$ cat config.mk
export PLATFORM = sky130hd
export DESIGN_NAME = pfp_host
export DESIGN_NICKNAME = d
export VERILOG_FILES = /design/src/core/pfp_pkg.sv /design/src/core/pfp_host.sv
export VERILOG_INCLUDE_DIRS = /design/src /design/src/core
export SDC_FILE = /design/constraint.sdc
export NUM_CORES = 1
export LEC_CHECK = 0
export ABC_AREA = 1
export BUFFER_PORTS_ARGS = -buffer_cell sky130_fd_sc_hd__clkbuf_2
export CAP_MARGIN = 20
export CORE_MARGIN = 3
export CORE_UTILIZATION = 45
export CTS_BUF_LIST = sky130_fd_sc_hd__clkbuf_16
export DETAILED_ROUTE_END_ITERATION = 6
export GPL_ROUTABILITY_DRIVEN = 0
export PLACE_DENSITY_LB_ADDON = 0.12
export SYNTH_ARGS = -nofsm -noshare
export SYNTH_HDL_FRONTEND = slang
export SYNTH_SLANG_ARGS = --single-unit
$ cat constraint.sdc
create_clock -name i_clk -period 3.5 [get_ports i_clk]
set_clock_uncertainty 0.1 [all_clocks]
set_input_delay 0.175 -clock i_clk [delete_from_list [all_inputs] [get_ports i_clk]]
set_output_delay 0.175 -clock i_clk [all_outputs]
set_load 0.01 [all_outputs]
$ cat src/core/pfp_params.svh
/*
 Timing counts, command words and pin field positions for the page flash program controller.
 Assumes a 40 MHz controller clock and a flash device reached through plain parallel pins.
*/
// What this block does
// - Each page byte load starts within 150 us of the previous one.
// - Every strobe falling edge of a page load carries the same page address.
// - Output gate stays high while write strobe and chip select are both low.
// - Protection enable or disable sequences are followed by a full 64-byte page; the host also accepts a shorter load and pulses o_err.
// - Protected program keeps a constant page address after the unlock bytes.
// - The first and last toggle poll reads carry no meaningful value.
// - Toggle polling keeps one unchanged address for the whole poll.
// - Command words are data bits 7..0 and address bits 14..0 in hex.
`ifndef PFP_PARAMS_SVH
`define PFP_PARAMS_SVH

`define PFP_CLK_NS        25
`define PFP_TWP_NS        90
`define PFP_TWPH_NS       100
`define PFP_TACC_NS       70
`define PFP_TOEHP_NS      150
`define PFP_BYTE_LOAD_WINDOW_US       150
`define PFP_TWC_MS        10
`define PFP_TWP_CYC       ((`PFP_TWP_NS + `PFP_CLK_NS - 1) / `PFP_CLK_NS)
`define PFP_TWPH_CYC      ((`PFP_TWPH_NS + `PFP_CLK_NS - 1) / `PFP_CLK_NS)
`define PFP_TACC_CYC      ((`PFP_TACC_NS + `PFP_CLK_NS - 1) / `PFP_CLK_NS)
`define PFP_TOEHP_CYC     ((`PFP_TOEHP_NS + `PFP_CLK_NS - 1) / `PFP_CLK_NS)
`define PFP_BYTE_LOAD_WINDOW_CYC      ((`PFP_BYTE_LOAD_WINDOW_US * 1000) / `PFP_CLK_NS)
`define PFP_TWC_CYC       ((`PFP_TWC_MS * 1000000) / `PFP_CLK_NS)

`define PFP_PAGE_BYTES    64
`define PFP_PAGE_LSB      6
`define PFP_TOGGLE_POS    6

`define PFP_UNLOCK_ADDR1  15'h5555
`define PFP_UNLOCK_ADDR2  15'h2AAA
`define PFP_UNLOCK_DATA1  8'hAA
`define PFP_UNLOCK_DATA2  8'h55
`define PFP_CMD_PROTECT   8'hA0
`define PFP_CMD_SETUP     8'h80
`define PFP_CMD_UNPROTECT 8'h20
`define PFP_CMD_ID_ENTRY  8'h90
`define PFP_CMD_ID_EXIT   8'hF0

`endif

$ cat src/core/pfp_pkg.sv
/*
 Types of the page flash program controller: operation codes and sequencer states.
 Assumes nothing of its surroundings.
*/
package pfp_pkg;

  typedef enum logic [2:0] {
    PFP_OP_PROG      = 3'b000,
    PFP_OP_PROT_PROG = 3'b001,
    PFP_OP_SDP_ON    = 3'b010,
    PFP_OP_SDP_OFF   = 3'b011,
    PFP_OP_ID_ENTRY  = 3'b100,
    PFP_OP_ID_EXIT   = 3'b101,
    PFP_OP_READ      = 3'b110
  } pfp_op_t;

  typedef enum logic [2:0] {
    PFP_S_IDLE     = 3'b000,
    PFP_S_SEQ      = 3'b001,
    PFP_S_WAITD    = 3'b010,
    PFP_S_PAGE     = 3'b011,
    PFP_S_POLL_RD  = 3'b100,
    PFP_S_POLL_GAP = 3'b101,
    PFP_S_READ     = 3'b110
  } pfp_state_t;

endpackage : pfp_pkg

$ cat src/core/pfp_host.sv
/*
 Host controller that drives a parallel page flash through its chip select, output gate,
 write strobe, address and data pins: page loads, protection sequences, identification
 entry and exit, single reads and toggle polling.
 Assumes the flash pins are wired directly and all inputs are synchronous to i_clk.
*/
`timescale 1ns/1ps
`include "pfp_params.svh"

module pfp_host #(
  parameter int unsigned P_BLC_CYC = `PFP_BYTE_LOAD_WINDOW_CYC,
  parameter int unsigned P_TWC_CYC = `PFP_TWC_CYC
) (
  input  wire logic            i_clk,
  input  wire logic            i_rst,
  input  wire logic            i_op_valid,
  input  wire pfp_pkg::pfp_op_t i_op,
  input  wire logic [14:0]     i_op_addr,
  output logic                 o_op_ready,
  input  wire logic            i_wr_valid,
  input  wire logic [7:0]      i_wr_data,
  output logic                 o_wr_ready,
  output logic                 o_rd_valid,
  output logic [7:0]           o_rd_data,
  output logic                 o_done,
  output logic                 o_err,
  output logic                 o_prot,
  output logic                 o_id_mode,
  output logic [14:0]          o_addr,
  output logic [7:0]           o_data,
  output logic                 o_data_oe,
  input  wire logic [7:0]      i_data,
  output logic                 o_ce_n,
  output logic                 o_oe_n,
  output logic                 o_we_n
);
  import pfp_pkg::*;

  localparam logic [3:0]  WP   = 4'(`PFP_TWP_CYC);
  localparam logic [3:0]  WPH  = 4'(`PFP_TWPH_CYC);
  localparam logic [3:0]  ACC  = 4'(`PFP_TACC_CYC);
  localparam logic [3:0]  OEHP = 4'(`PFP_TOEHP_CYC);
  localparam logic [19:0] BLC  = 20'(P_BLC_CYC);
  localparam logic [19:0] TWC  = 20'(P_TWC_CYC);

  pfp_state_t  state;
  pfp_op_t     op;
  logic [8:0]  page;
  logic [5:0]  boff;
  logic [2:0]  idx;
  logic [3:0]  cnt;
  logic [19:0] timer;
  logic        first;
  logic        last_tog;
  logic        full;

  // Number of command words sent before the page load.
  function automatic logic [2:0] seq_len(input pfp_op_t f_op);
    unique case (f_op)
      PFP_OP_SDP_OFF: seq_len = 3'h6;
      PFP_OP_PROG,
      PFP_OP_READ:    seq_len = 3'h0;
      default:        seq_len = 3'h3;
    endcase
  endfunction : seq_len

  // Command word as {address A14..A0, data I/O7..I/O0}.
  function automatic logic [22:0] seq_word(input pfp_op_t f_op, input logic [2:0] f_idx);
    logic [7:0] last;
    last = `PFP_CMD_PROTECT;
    unique case (f_op)
      PFP_OP_ID_ENTRY: last = `PFP_CMD_ID_ENTRY;
      PFP_OP_ID_EXIT:  last = `PFP_CMD_ID_EXIT;
      PFP_OP_SDP_OFF:  last = (f_idx == 3'h2) ? `PFP_CMD_SETUP : `PFP_CMD_UNPROTECT;
      default:         last = `PFP_CMD_PROTECT;
    endcase
    unique case (f_idx)
      3'h0,
      3'h3:    seq_word = {`PFP_UNLOCK_ADDR1, `PFP_UNLOCK_DATA1};
      3'h1,
      3'h4:    seq_word = {`PFP_UNLOCK_ADDR2, `PFP_UNLOCK_DATA2};
      default: seq_word = {`PFP_UNLOCK_ADDR1, last};
    endcase
  endfunction : seq_word

  assign o_op_ready = (state == PFP_S_IDLE);
  assign o_wr_ready = (state == PFP_S_WAITD) && !full;

  // Sequencer, strobe timing and pin drive.
  always_ff @(posedge i_clk or posedge i_rst)
  begin
    if (i_rst)
    begin
      state     <= PFP_S_IDLE;
      op        <= PFP_OP_PROG;
      page      <= 9'h000;
      boff      <= 6'h00;
      idx       <= 3'h0;
      cnt       <= 4'h0;
      timer     <= 20'h00000;
      first     <= 1'b1;
      last_tog  <= 1'b0;
      full      <= 1'b0;
      o_addr    <= 15'h0000;
      o_data    <= 8'h00;
      o_data_oe <= 1'b0;
      o_ce_n    <= 1'b1;
      o_oe_n    <= 1'b1;
      o_we_n    <= 1'b1;
      o_rd_valid <= 1'b0;
      o_rd_data <= 8'h00;
      o_done    <= 1'b0;
      o_err     <= 1'b0;
    end
    else
    begin
      o_rd_valid <= 1'b0;
      o_done     <= 1'b0;
      o_err      <= 1'b0;
      unique case (state)
        PFP_S_IDLE:
        begin
          if (i_op_valid)
          begin
            op    <= i_op;
            page  <= i_op_addr[14:`PFP_PAGE_LSB];
            boff  <= 6'h00;
            full  <= 1'b0;
            idx   <= 3'h0;
            cnt   <= 4'h0;
            timer <= 20'h00000;
            o_ce_n <= 1'b0;
            if (i_op == PFP_OP_READ)
            begin
              o_addr <= i_op_addr;
              o_oe_n <= 1'b0;
              state  <= PFP_S_READ;
            end
            else if (seq_len(i_op) != 3'h0)
            begin
              {o_addr, o_data} <= seq_word(i_op, 3'h0);
              o_data_oe <= 1'b1;
              o_we_n    <= 1'b0;
              state     <= PFP_S_SEQ;
            end
            else
            begin
              state <= PFP_S_WAITD;
            end
          end
        end
        PFP_S_SEQ,
        PFP_S_PAGE:
        begin
          o_oe_n <= 1'b1;
          cnt    <= cnt + 4'h1;
          if (cnt == WP - 4'h1)
          begin
            o_we_n <= 1'b1;
          end
          if (cnt == WP + WPH - 4'h1)
          begin
            cnt       <= 4'h0;
            timer     <= 20'h00000;
            o_data_oe <= 1'b0;
            if (state == PFP_S_SEQ)
            begin
              idx <= idx + 3'h1;
              if (idx + 3'h1 < seq_len(op))
              begin
                {o_addr, o_data} <= seq_word(op, idx + 3'h1);
                o_data_oe <= 1'b1;
                o_we_n    <= 1'b0;
              end
              else if (op == PFP_OP_ID_ENTRY || op == PFP_OP_ID_EXIT)
              begin
                o_ce_n <= 1'b1;
                o_done <= 1'b1;
                state  <= PFP_S_IDLE;
              end
              else
              begin
                state <= PFP_S_WAITD;
              end
            end
            else if (boff == 6'(`PFP_PAGE_BYTES - 1))
            begin
              full  <= 1'b1;
              state <= PFP_S_WAITD;
            end
            else
            begin
              boff  <= boff + 6'h01;
              state <= PFP_S_WAITD;
            end
          end
        end
        PFP_S_WAITD:
        begin
          timer <= timer + 20'h00001;
          if (i_wr_valid && !full)
          begin
            o_addr    <= {page, boff};
            o_data    <= i_wr_data;
            o_data_oe <= 1'b1;
            o_we_n    <= 1'b0;
            cnt       <= 4'h0;
            state     <= PFP_S_PAGE;
          end
          else if (timer == BLC - 20'h00001)
          begin
            // The device starts programming on its own; only a plain load may be short.
            o_err  <= !full && (op != PFP_OP_PROG || boff == 6'h00);
            o_addr <= {page, 6'h00};
            o_oe_n <= 1'b0;
            first  <= 1'b1;
            timer  <= 20'h00000;
            cnt    <= 4'h0;
            state  <= PFP_S_POLL_RD;
          end
        end
        PFP_S_POLL_RD,
        PFP_S_POLL_GAP:
        begin
          timer <= timer + 20'h00001;
          cnt   <= cnt + 4'h1;
          if (timer == TWC - 20'h00001)
          begin
            o_oe_n <= 1'b1;
            o_ce_n <= 1'b1;
            o_err  <= 1'b1;
            o_done <= 1'b1;
            state  <= PFP_S_IDLE;
          end
          else if (state == PFP_S_POLL_RD && cnt == ACC - 4'h1)
          begin
            o_oe_n   <= 1'b1;
            cnt      <= 4'h0;
            first    <= 1'b0;
            last_tog <= i_data[`PFP_TOGGLE_POS];
            if (!first && i_data[`PFP_TOGGLE_POS] == last_tog)
            begin
              o_ce_n <= 1'b1;
              o_done <= 1'b1;
              state  <= PFP_S_IDLE;
            end
            else
            begin
              state <= PFP_S_POLL_GAP;
            end
          end
          else if (state == PFP_S_POLL_GAP && cnt == OEHP - 4'h1)
          begin
            o_oe_n <= 1'b0;
            cnt    <= 4'h0;
            state  <= PFP_S_POLL_RD;
          end
        end
        PFP_S_READ:
        begin
          cnt <= cnt + 4'h1;
          if (cnt == ACC - 4'h1)
          begin
            o_rd_data  <= i_data;
            o_rd_valid <= 1'b1;
            o_oe_n     <= 1'b1;
            o_ce_n     <= 1'b1;
            o_done     <= 1'b1;
            state      <= PFP_S_IDLE;
          end
        end
        default:
        begin
          state <= PFP_S_IDLE;
        end
      endcase
    end
  end

  // Mirror of the device's protection and identification modes.
  always_ff @(posedge i_clk or posedge i_rst)
  begin
    if (i_rst)
    begin
      o_prot    <= 1'b0;
      o_id_mode <= 1'b0;
    end
    else if (o_done && !o_err)
    begin
      if (op == PFP_OP_SDP_ON)
      begin
        o_prot <= 1'b1;
      end
      if (op == PFP_OP_SDP_OFF)
      begin
        o_prot <= 1'b0;
      end
      if (op == PFP_OP_ID_ENTRY)
      begin
        o_id_mode <= 1'b1;
      end
      if (op == PFP_OP_ID_EXIT)
      begin
        o_id_mode <= 1'b0;
      end
    end
  end

endmodule : pfp_host

* Word level (Yosys, flattened, before mapping)
Index checks and enable logic that the tools add are counted.
** Word-level totals
- Bits in writable memories :: 0
- Memories :: 0
- Register bits :: 91
- Word-level logic and storage cells :: 255
- Output and inout port bits :: 42
- ROM bits :: 0
- Bits in latches :: 0
- Bits of input ports :: 38
** Operators by class
- Muxes and demuxes :: 127
- Divide/modulo/power cells :: 0
- Reductions and logical operators :: 51
- Bitwise logic cells :: 1
- Magnitude comparators :: 1
- $add $sub $neg :: 4
- Eq/ne operators :: 49
- Multipliers :: 0
- Shifts and indexed selects :: 0
** Operator list (number)
- $mux 15 :: 8
- $mux 20 :: 4
- $pmux 20 s4 :: 1
- $mux 8 :: 8
- $mux 3 :: 21
- $mux 1 :: 54
- $pmux 8 s3 :: 2
- $pmux 23 s2 :: 1
- $pmux 15 s3 :: 1
- $mux 4 :: 7
- $ne 2x2->1 const B :: 14
- $eq 3x3->1 const B :: 8
- $mux 6 :: 4
- $eq 3x2->1 const B :: 7
- $add 20x1->20 const B :: 1
- $eq 20x13->1 const B :: 1
- $eq 20x19->1 const B :: 1
- $pmux 4 s5 :: 1
- $reduce_and 5->1 :: 4
- $pmux 3 s2 :: 3
- $pmux 3 s5 :: 1
- $reduce_and 7->1 :: 2
- $logic_not 3->1 :: 4
- $pmux 6 s2 :: 1
- 34 further kinds :: 74

* Depth between registers and ports, before layout
Gate-level depths: netlist of run 1.
- Word-level depth :: 11
- Mapped depth :: 15
- Depth with buffers taken out :: 15

* Least setup slack after synthesis of run 1
Ideal clock, no wire load.
- Path type :: reg-to-reg
- Start :: reg idx[0]
- End :: reg o_data[0]
- Arrival time :: 1862 ps
- Required time :: 3283 ps
- Path buffers :: 0
- Clock period less this slack :: 2079 ps
- Cell stages (with the launch flop) :: 13
- Setup time :: 117 ps
- Path slack :: 1421 ps
- Cell sequence :: dfrtp_1 > ha_1 > nand2_1 > nand2_1 > ha_1 > a21oi_1 > nand2_1 > nand2_1 > nand2_1 > inv_2 > nand2_4 > nand2_1 > nand2_1
** Between the ends
- Longest elaborated chain between the ends :: 8
- Elaborated cells on any way between the ends :: 15
- Classes of those cells :: add/sub: 1; order compare: 1; eq/ne: 4; mux: 5; reduce/logical: 4
** Ends and longest elaborated chain
- start, declared :: RTL line pfp_host.sv:50 : logic [2:0] idx;
- start signal, assigned :: RTL line pfp_host.sv:168 : idx <= idx + 3'h1;
- $add 3x1->3 (*) :: RTL line pfp_host.sv:169, pfp_host.sv:171
- $eq 3x1->1 (tied with other cells) :: RTL line pfp_host.sv:77 : unique case (f_idx)
- $reduce_or 2->1 :: RTL line pfp_host.sv:77
- $pmux 23 s2 :: RTL line pfp_host.sv:77
- $mux 8 :: RTL line pfp_host.sv:169 : if (idx + 3'h1 < seq_len(op))
- $mux 8 :: RTL line pfp_host.sv:166 : if (state == PFP_S_SEQ)
- $mux 8 :: RTL line pfp_host.sv:161 : if (cnt == WP + WPH - 4'h1)
- $pmux 8 s3 :: RTL line pfp_host.sv:120 : unique case (state)
- end signal, assigned :: RTL line pfp_host.sv:141 : {o_addr, o_data} <= seq_word(i_op, 3'h0);
- end signal, assigned :: RTL line pfp_host.sv:171 : {o_addr, o_data} <= seq_word(op, idx + 3'h1);
- end signal, assigned :: RTL line pfp_host.sv:204 : o_data <= i_wr_data;
- end, declared :: RTL line pfp_host.sv:30 : output logic [7:0] o_data,
Mark *: on every way between the ends. The rest lies on a longest branch, timed or not. The select of a mux whose other input is x is not followed.
A chain may end at the register's enable or synchronous reset.

* Worst setup path after layout of run 1
- Start :: reg idx[0]
- End :: reg o_addr[12]
** Between the ends
- Longest elaborated chain between the ends :: 8
- Elaborated cells on any way between the ends :: 15
- Classes of those cells :: add/sub: 1; order compare: 1; eq/ne: 4; mux: 5; reduce/logical: 4
** Ends and longest elaborated chain
- $add 3x1->3 (*) :: RTL line pfp_host.sv:169, pfp_host.sv:171
- $eq 3x1->1 (tied with other cells) :: RTL line pfp_host.sv:77
- $reduce_or 2->1 :: RTL line pfp_host.sv:77
- $pmux 23 s2 :: RTL line pfp_host.sv:77
- $mux 15 :: RTL line pfp_host.sv:169
- $mux 15 :: RTL line pfp_host.sv:166
- $mux 15 :: RTL line pfp_host.sv:161
- $pmux 15 s3 :: RTL line pfp_host.sv:120
- end signal, assigned :: RTL line pfp_host.sv:135 : o_addr <= i_op_addr;
- end signal, assigned :: RTL line pfp_host.sv:141
- end signal, assigned :: RTL line pfp_host.sv:171
- end, declared :: RTL line pfp_host.sv:29 : output logic [14:0] o_addr,
Marked as above.

==> key figures, run 1 <==
Run status
  • Status: finished clean

Synthesis
  • Avg Cell Area, Syn: 7.38 µm²
  • Synth Instances: 745
  • Share of the synthesized area in the top cell type: 0.396
  • Largest family of logic cells by synthesized area: simple AND/OR/NAND/NOR gates
  • Post-synth cell types: 41
  • Synth area leader: dfrtp_1
  • Largest cells by area after synthesis: dfrtp_1 (40%), nand2_1 (18%), nand3_1 (6.7%)
  • Compound-Gate Fraction of Synth Area: 0.0637
  • Post-Syn Nets: 796
  • Yosys reg bits: 91
  • XOR/XNOR share of the synthesized area: 0.0302
  • Yosys warns: 0
  • Post-Synth Simple-Gate Area: 0.379
  • Sequential cell area fraction in the yosys report: 0.415
  • Post-Syn Area: 5500 µm²
  • Multiplexer area fraction after synthesis: 0
  • Post-Synth Adder-Cell Area: 0.0296

Clock network
  • Clock-pin slew on the worst setup and hold paths: 0.07 ns
  • TritonCTS Sinks: 91
  • # Post-CTS Setup Buffers: 0
  • Root Driver: clkbuf_16
  • Clock tree buffer depth: 2
  • Total CTS buffers: 9
  • Clock latency on the worst-skew pair: 0.35 ns
  • CTS tree: built
  • H-tree levels: 3

Worst setup path
  • Worst setup EP type: flop
  • Arrival time of the worst setup path: 2.55 ns
  • R2R depth: 10
  • Startpoint types: flop
  • Kind of critical path: flop to flop
  • WP data required: 3.64 ns
  • Critical Path Fanout Max: 15

Timing
  • Rel. slew slack: 0.606
  • Fin. max-slew vios: 0
  • Slew @ Worst Pin: 0.589 ns
  • Setup TNS: 0 ns
  • Max Clk Rate: 414 MHz
  • # setup viols final: 0
  • Crit share post-route: 0.691
  • Min Hold Slack: 0.0737 ns
  • RSZ-0062 raised after global routing: false
  • Hold Violations, Final: 0
  • Tmin final: 2.42 ns

Drt
  • Routed wire length: 14,500 µm
  • # DRC: 0
  • First DRT Iteration DRCs: 320
  • WL/cell: 14.7 µm
  • Drt first pass iters: 4
  • Via count: 5,068
  • Antenna Nets Post-Route: 0
  • Vias per cell: 5.11

Cells and area
  • Most common cell after layout, fill and taps aside: nand2_1
  • Final std cells w/o fill: 991
  • Area growth syn-to-layout: 18.5%
  • Layout Nets: 894
  • Fillers: 1,132
  • Layout cells sized above 1: 0.180
  • Most frequent cells in the layout: nand2_1 (263), dfrtp_1 (87), clkbuf_2 (79)
  • Ant diodes: 0

Floorplan
  • Row cnt: 39
  • Die X: 117 µm
  • Top-level I/O count: 80
  • Starting Density: 0.472
  • Die area: 13,600 µm²
  • Die height: 117 µm
  • Core box area: 11,700 µm²

Power
  • Pwr dens: 791 nW/µm²
  • Peak VDD IR: 401 µV
  • LEAKAGE: 3.33 nW

Global routing
  • Gr usage total: 0.222
  • Initial antenna violation count: 0
  • First-pass GRT wire length: 23,800 µm
  • Total grt overflow: 0
  • Largest net degree at the start of global routing: 39
  • Number of global-route vias before repair: 4,805

Hold path
  • Hold Crit Depth: 5
  • Hold Crit Class: input port to flop

Job
  • Max_cap viols: 0

Placed design
  • Post-DP HPWL: 11,000 µm
  • I/O Buffers: 79
  • Cells after DPL: 954
[layer usage]
metal,global-route usage,part of all wire
met3,0.0352,0.057
met1,0.314,0.46
met5,0,0
met2,0.353,0.46
met4,0.0688,0.017
[critical path, stage by stage (launching register included)]
cell and delay, ns:
dfrtp_1 0.43, ha_1 0.24, nand2_1 0.07, nand2_1 0.11
ha_1 0.34, a21oi_1 0.20, nand2_1 0.12, nand2_1 0.12
nand4_2 0.34, nand2_1 0.17, nand2_1 0.07
[per-stage QoR]
step	power, W	util	setup WS [ns]	instance area, µm²
3_5_place_dp	0.00409	0.513	1.09	5980
3_3_place_gp	0.00404	0.513	1.22	5980
2_1_floorplan	0.00347	-	0.868	5500
4_1_cts	0.00518	0.559	1.08	6520
6_report	0.00515	0.559	1.08	6520
5_1_grt	0.00560	0.559	0.832	6520
[timing repair]
| action | in CTS | in global routing |
|---|---|---|
| hold buffers | 21 | 0 |
| gates resized for setup | 0 | 0 |
| endpoints found under the hold margin | 41 | 0 |
[registers in the layout (all words and copies together) (netlist names), 3 cells and up]
signal     flops
timer         20
o_addr        15
page           9
o_data         8
o_rd_data      8
boff           6
cnt            4
idx            3
op             3
state          3
[logic make-up (layout without fill, tap and decap cells)]
group,Yosys count,after routing
xor gates and xnor gates,19,19
and+or+nand+nor,456,456
adders and majority gates,13,13
buffers and inverters,105,208
AOI/OAI and AO/OA,61,61
DFF,91,91
[cells in the mapped netlist]
cell type    n
or2_2        1
buf_4        3
inv_1       73
buf_6        5
nand3_4      2
nand4_2      1
o21a_1       1
nor3_4       1
ha_1        13
a31oi_1      1
nor3b_1      2
nand2_1    263
nor3_1       7
dfstp_2      4
o22ai_1      1
o31ai_1      3
a21oi_1      5
buf_2        8
clkbuf_1     1
xor2_1      14
nor3_2       2
nand2_4      3
o211ai_1     8
nand3_1     74
nand4_1     17
dfrtp_1     87
nand2_2      7
a41oi_1      1
o21ai_1      1
nor2_4      11
inv_4        1
a21boi_0     1
xnor2_1      5
clkinv_1     2
nor2_2       4
nor2_1      57
o21ai_0     37
a21oi_2      1
nand3_2      4
inv_2       12
o21bai_1     1
[power breakdown]
group | total, W | switching [W] | internal, W
Clock | 0.00106 | 0.000429 | 0.000629
Combinational | 0.00244 | 0.00164 | 0.000799
Sequential | 0.00166 | 0.000262 | 0.00139
[path summary, 6_finish.rpt]
| kind | startpoint | endpoint | slack [ns] |
|---|---|---|---|
| worst max-delay path | idx[0] | o_addr[12] | 1.08 |
| worst min-delay path | i_wr_data[6] | o_data[6] | 0.07 |
| worst max register to register | idx[0] | o_addr[12] | 1.08 |
| worst min register to register | o_oe_n | o_oe_n | 0.37 |
| max in group asynchronous | i_rst | o_ce_n | 2.23 |
| min in group asynchronous | i_rst | o_data[0] | 0.23 |
[area by class of cell]
cell class / instances / area [µm²] / share of cell area
Multi-Input combinational cell: 549 / 2760 / 0.424
Sequential cell: 91 / 2280 / 0.350
Timing Repair Buffer: 104 / 636 / 0.0975
Inverter: 88 / 334 / 0.0513
Clock buffer: 9 / 225 / 0.0346
Tap cell: 143 / 179 / 0.0275
Clock inverter: 7 / 97.6 / 0.0150
Power figures use the tool's default switching activity.
==> run 2: changes to the inputs <==
==> constraint.sdc (replaced) <==
create_clock -name i_clk -period 2.2 [get_ports i_clk]
set_clock_uncertainty 0.1 [all_clocks]
set_input_delay 0.11 -clock i_clk [delete_from_list [all_inputs] [get_ports i_clk]]
set_output_delay 0.11 -clock i_clk [all_outputs]
set_load 0.01 [all_outputs]
==> run 2 against run 1 <==
Against the previous run:
- utilization is 2.3 points higher
- cell area increased by 4.2%
- highest routed layer unchanged
- wire length is 2.0% higher
- count of clock-buffer cells in the layout is the same
- sequential share of layout area down 1.4 points
- sequential power grew 58%
==> key figures, run 2 (synthesized netlist as in run 1, its figures left out) <==
Worst setup path
  • WP data required: 2.39 ns
  • Reg-to-Reg End: o_addr[5]
  • Critical Path Fanout Max: 7
  • Worst setup EP type: flop
  • Kind of critical path: flop to flop
  • FF-to-FF setup slack: 0.11 ns
  • Reg2reg start: idx[1]
  • R2R depth: 13
  • Startpoint types: flop
  • Arrival time of the worst setup path: 2.28 ns

Floorplan
  • Die area: 13,600 µm²
  • Row cnt: 39
  • Core box area: 11,700 µm²
  • Top-level I/O count: 80
  • Starting Density: 0.472
  • Die X: 117 µm
  • Die height: 117 µm

Timing
  • Max Clk Rate: 479 MHz
  • Crit share post-route: 0.949
  • Slew @ Worst Pin: 0.619 ns
  • Tmin final: 2.09 ns
  • Fin. max-slew vios: 0
  • Hold Violations, Final: 0
  • # setup viols final: 0
  • Final worst setup slack: 0.112 ns
  • Rel. slew slack: 0.588

Hold path
  • Hold Crit Class: input port to flop
  • HP Start: i_wr_data[4]
  • Hold Crit Depth: 5
  • Worst hold endpoint: o_data[4]

Cells and area
  • Most common cell after layout, fill and taps aside: nand2_1
  • Layout Nets: 921
  • Ant diodes: 0
  • Final std cells w/o fill: 1,018
  • Fillers: 1,091
  • Biggest regs: timer x20, o_addr x15, page x9
  • Layout cells sized above 1: 0.222
  • Largest Register: timer
  • Largest register FFs: 20
  • Most frequent cells in the layout: nand2_1 (258), dfrtp_1 (85), clkbuf_2 (79)
  • Area growth syn-to-layout: 23.4%

Global routing
  • Number of global-route vias before repair: 5,007
  • Total grt overflow: 0
  • First-pass GRT wire length: 24,200 µm
  • Initial antenna violation count: 0
  • Largest net degree at the start of global routing: 50
  • Gr usage total: 0.227

Drt
  • WL/cell: 14.6 µm
  • # DRC: 0
  • Drt first pass iters: 6
  • Routed wire length: 14,800 µm
  • Antenna Nets Post-Route: 0
  • Via count: 5,215
  • First DRT Iteration DRCs: 338
  • Vias per cell: 5.12

Clock network
  • TritonCTS Sinks: 91
  • Root Driver: clkbuf_16
  • CTS tree: built
  • H-tree levels: 3
  • Clock latency on the worst-skew pair: 0.35 ns
  • Clock-pin slew on the worst setup and hold paths: 0.06 ns
  • Clock tree buffer depth: 2
  • Total CTS buffers: 9

Job
  • Max_cap viols: 0

Run status
  • Status: finished clean

Power
  • LEAKAGE: 3.47 nW
  • Pwr dens: 1280 nW/µm²
  • Peak VDD IR: 587 µV

Placed design
  • Setup slack at placement: 0.0169 ns
  • Cells after DPL: 977
  • I/O Buffers: 79
  • Post-DP HPWL: 10,900 µm
run 2: critical path: stages, from the launching register on:
cell	delay, ns
dfrtp_2	0.45
ha_4	0.17
inv_1	0.04
nand2_1	0.05
nand2_2	0.10
ha_4	0.21
a21oi_2	0.17
nand2_2	0.10
nand2_4	0.08
nand2_4	0.07
nor2_4	0.20
clkbuf_16	0.18
nand2_1	0.05
nand2_1	0.06
run 2: power by group:
group	switching [W]	leakage (nW)	internal (W)
Sequential	0.000409	1.15	0.00222
Clock	0.000664	0.151	0.000869
Combinational	0.00282	2.17	0.00171
run 2: final cells by class:
cell class | count | area (µm²) | area share
clock buffers | 9 | 225 | 0.0332
inverters | 88 | 339 | 0.0499
clock inverters | 7 | 62.6 | 0.00921
flip-flops and latches | 91 | 2280 | 0.337
repair buffers | 131 | 868 | 0.128
multi-input cells | 549 | 2830 | 0.417
well taps | 143 | 179 | 0.0264
run 2: worst max-delay path by stage:
stage | startpoint | endpoint | slack, ns | depth (start not counted)
2_1_floorplan | idx[0] | o_data[0] | 0.12 | 12
3_5_place_dp | idx[1] | o_data[5] | 0.02 | 12
4_1_cts | idx[1] | o_addr[0] | 0.009 | 12
6_report | idx[1] | o_addr[5] | 0.11 | 13
5_1_grt | op[0] | o_addr[3] | -0.03 | 14
3_3_place_gp | idx[1] | o_data[2] | 0.1 | 12
run 2: per-layer routing:
layer	wire, µm	vias up	global-route usage	share of wire
met5	0	-	0	0
met4	254	0	0.0635	0.017
met3	699	24	0.0518	0.047
met2	7000	137	0.367	0.47
met1	6860	2424	0.309	0.46
li1	-	2630	-	-
run 2: stage by stage:
step / utilization / TNS (ns) / total power (W) / cell area, µm² / hold WS, ns
finish: 0.582 / 0 / 0.00870 / 6790 / 0.0171
global route: 0.582 / -0.262 / 0.00944 / 6790 / 0.0332
CTS: 0.573 / 0 / 0.00848 / 6680 / 0.0110
detailed placement: 0.529 / 0 / 0.00686 / 6170 / 0.209
global placement: 0.529 / 0 / 0.00676 / 6170 / 0.203
floorplan: - / 0 / 0.00552 / 5510 / 0.127
run 2: timing repair:
item / CTS / global route
setup buffers: 1 / 2
setup endpoints to repair: 2 / 27
hold buffers: 21 / 0
pin swaps: 0 / 4
resized for setup: 0 / 22
endpoints found under the hold margin: 108 / 0
gates cloned: 0 / 1
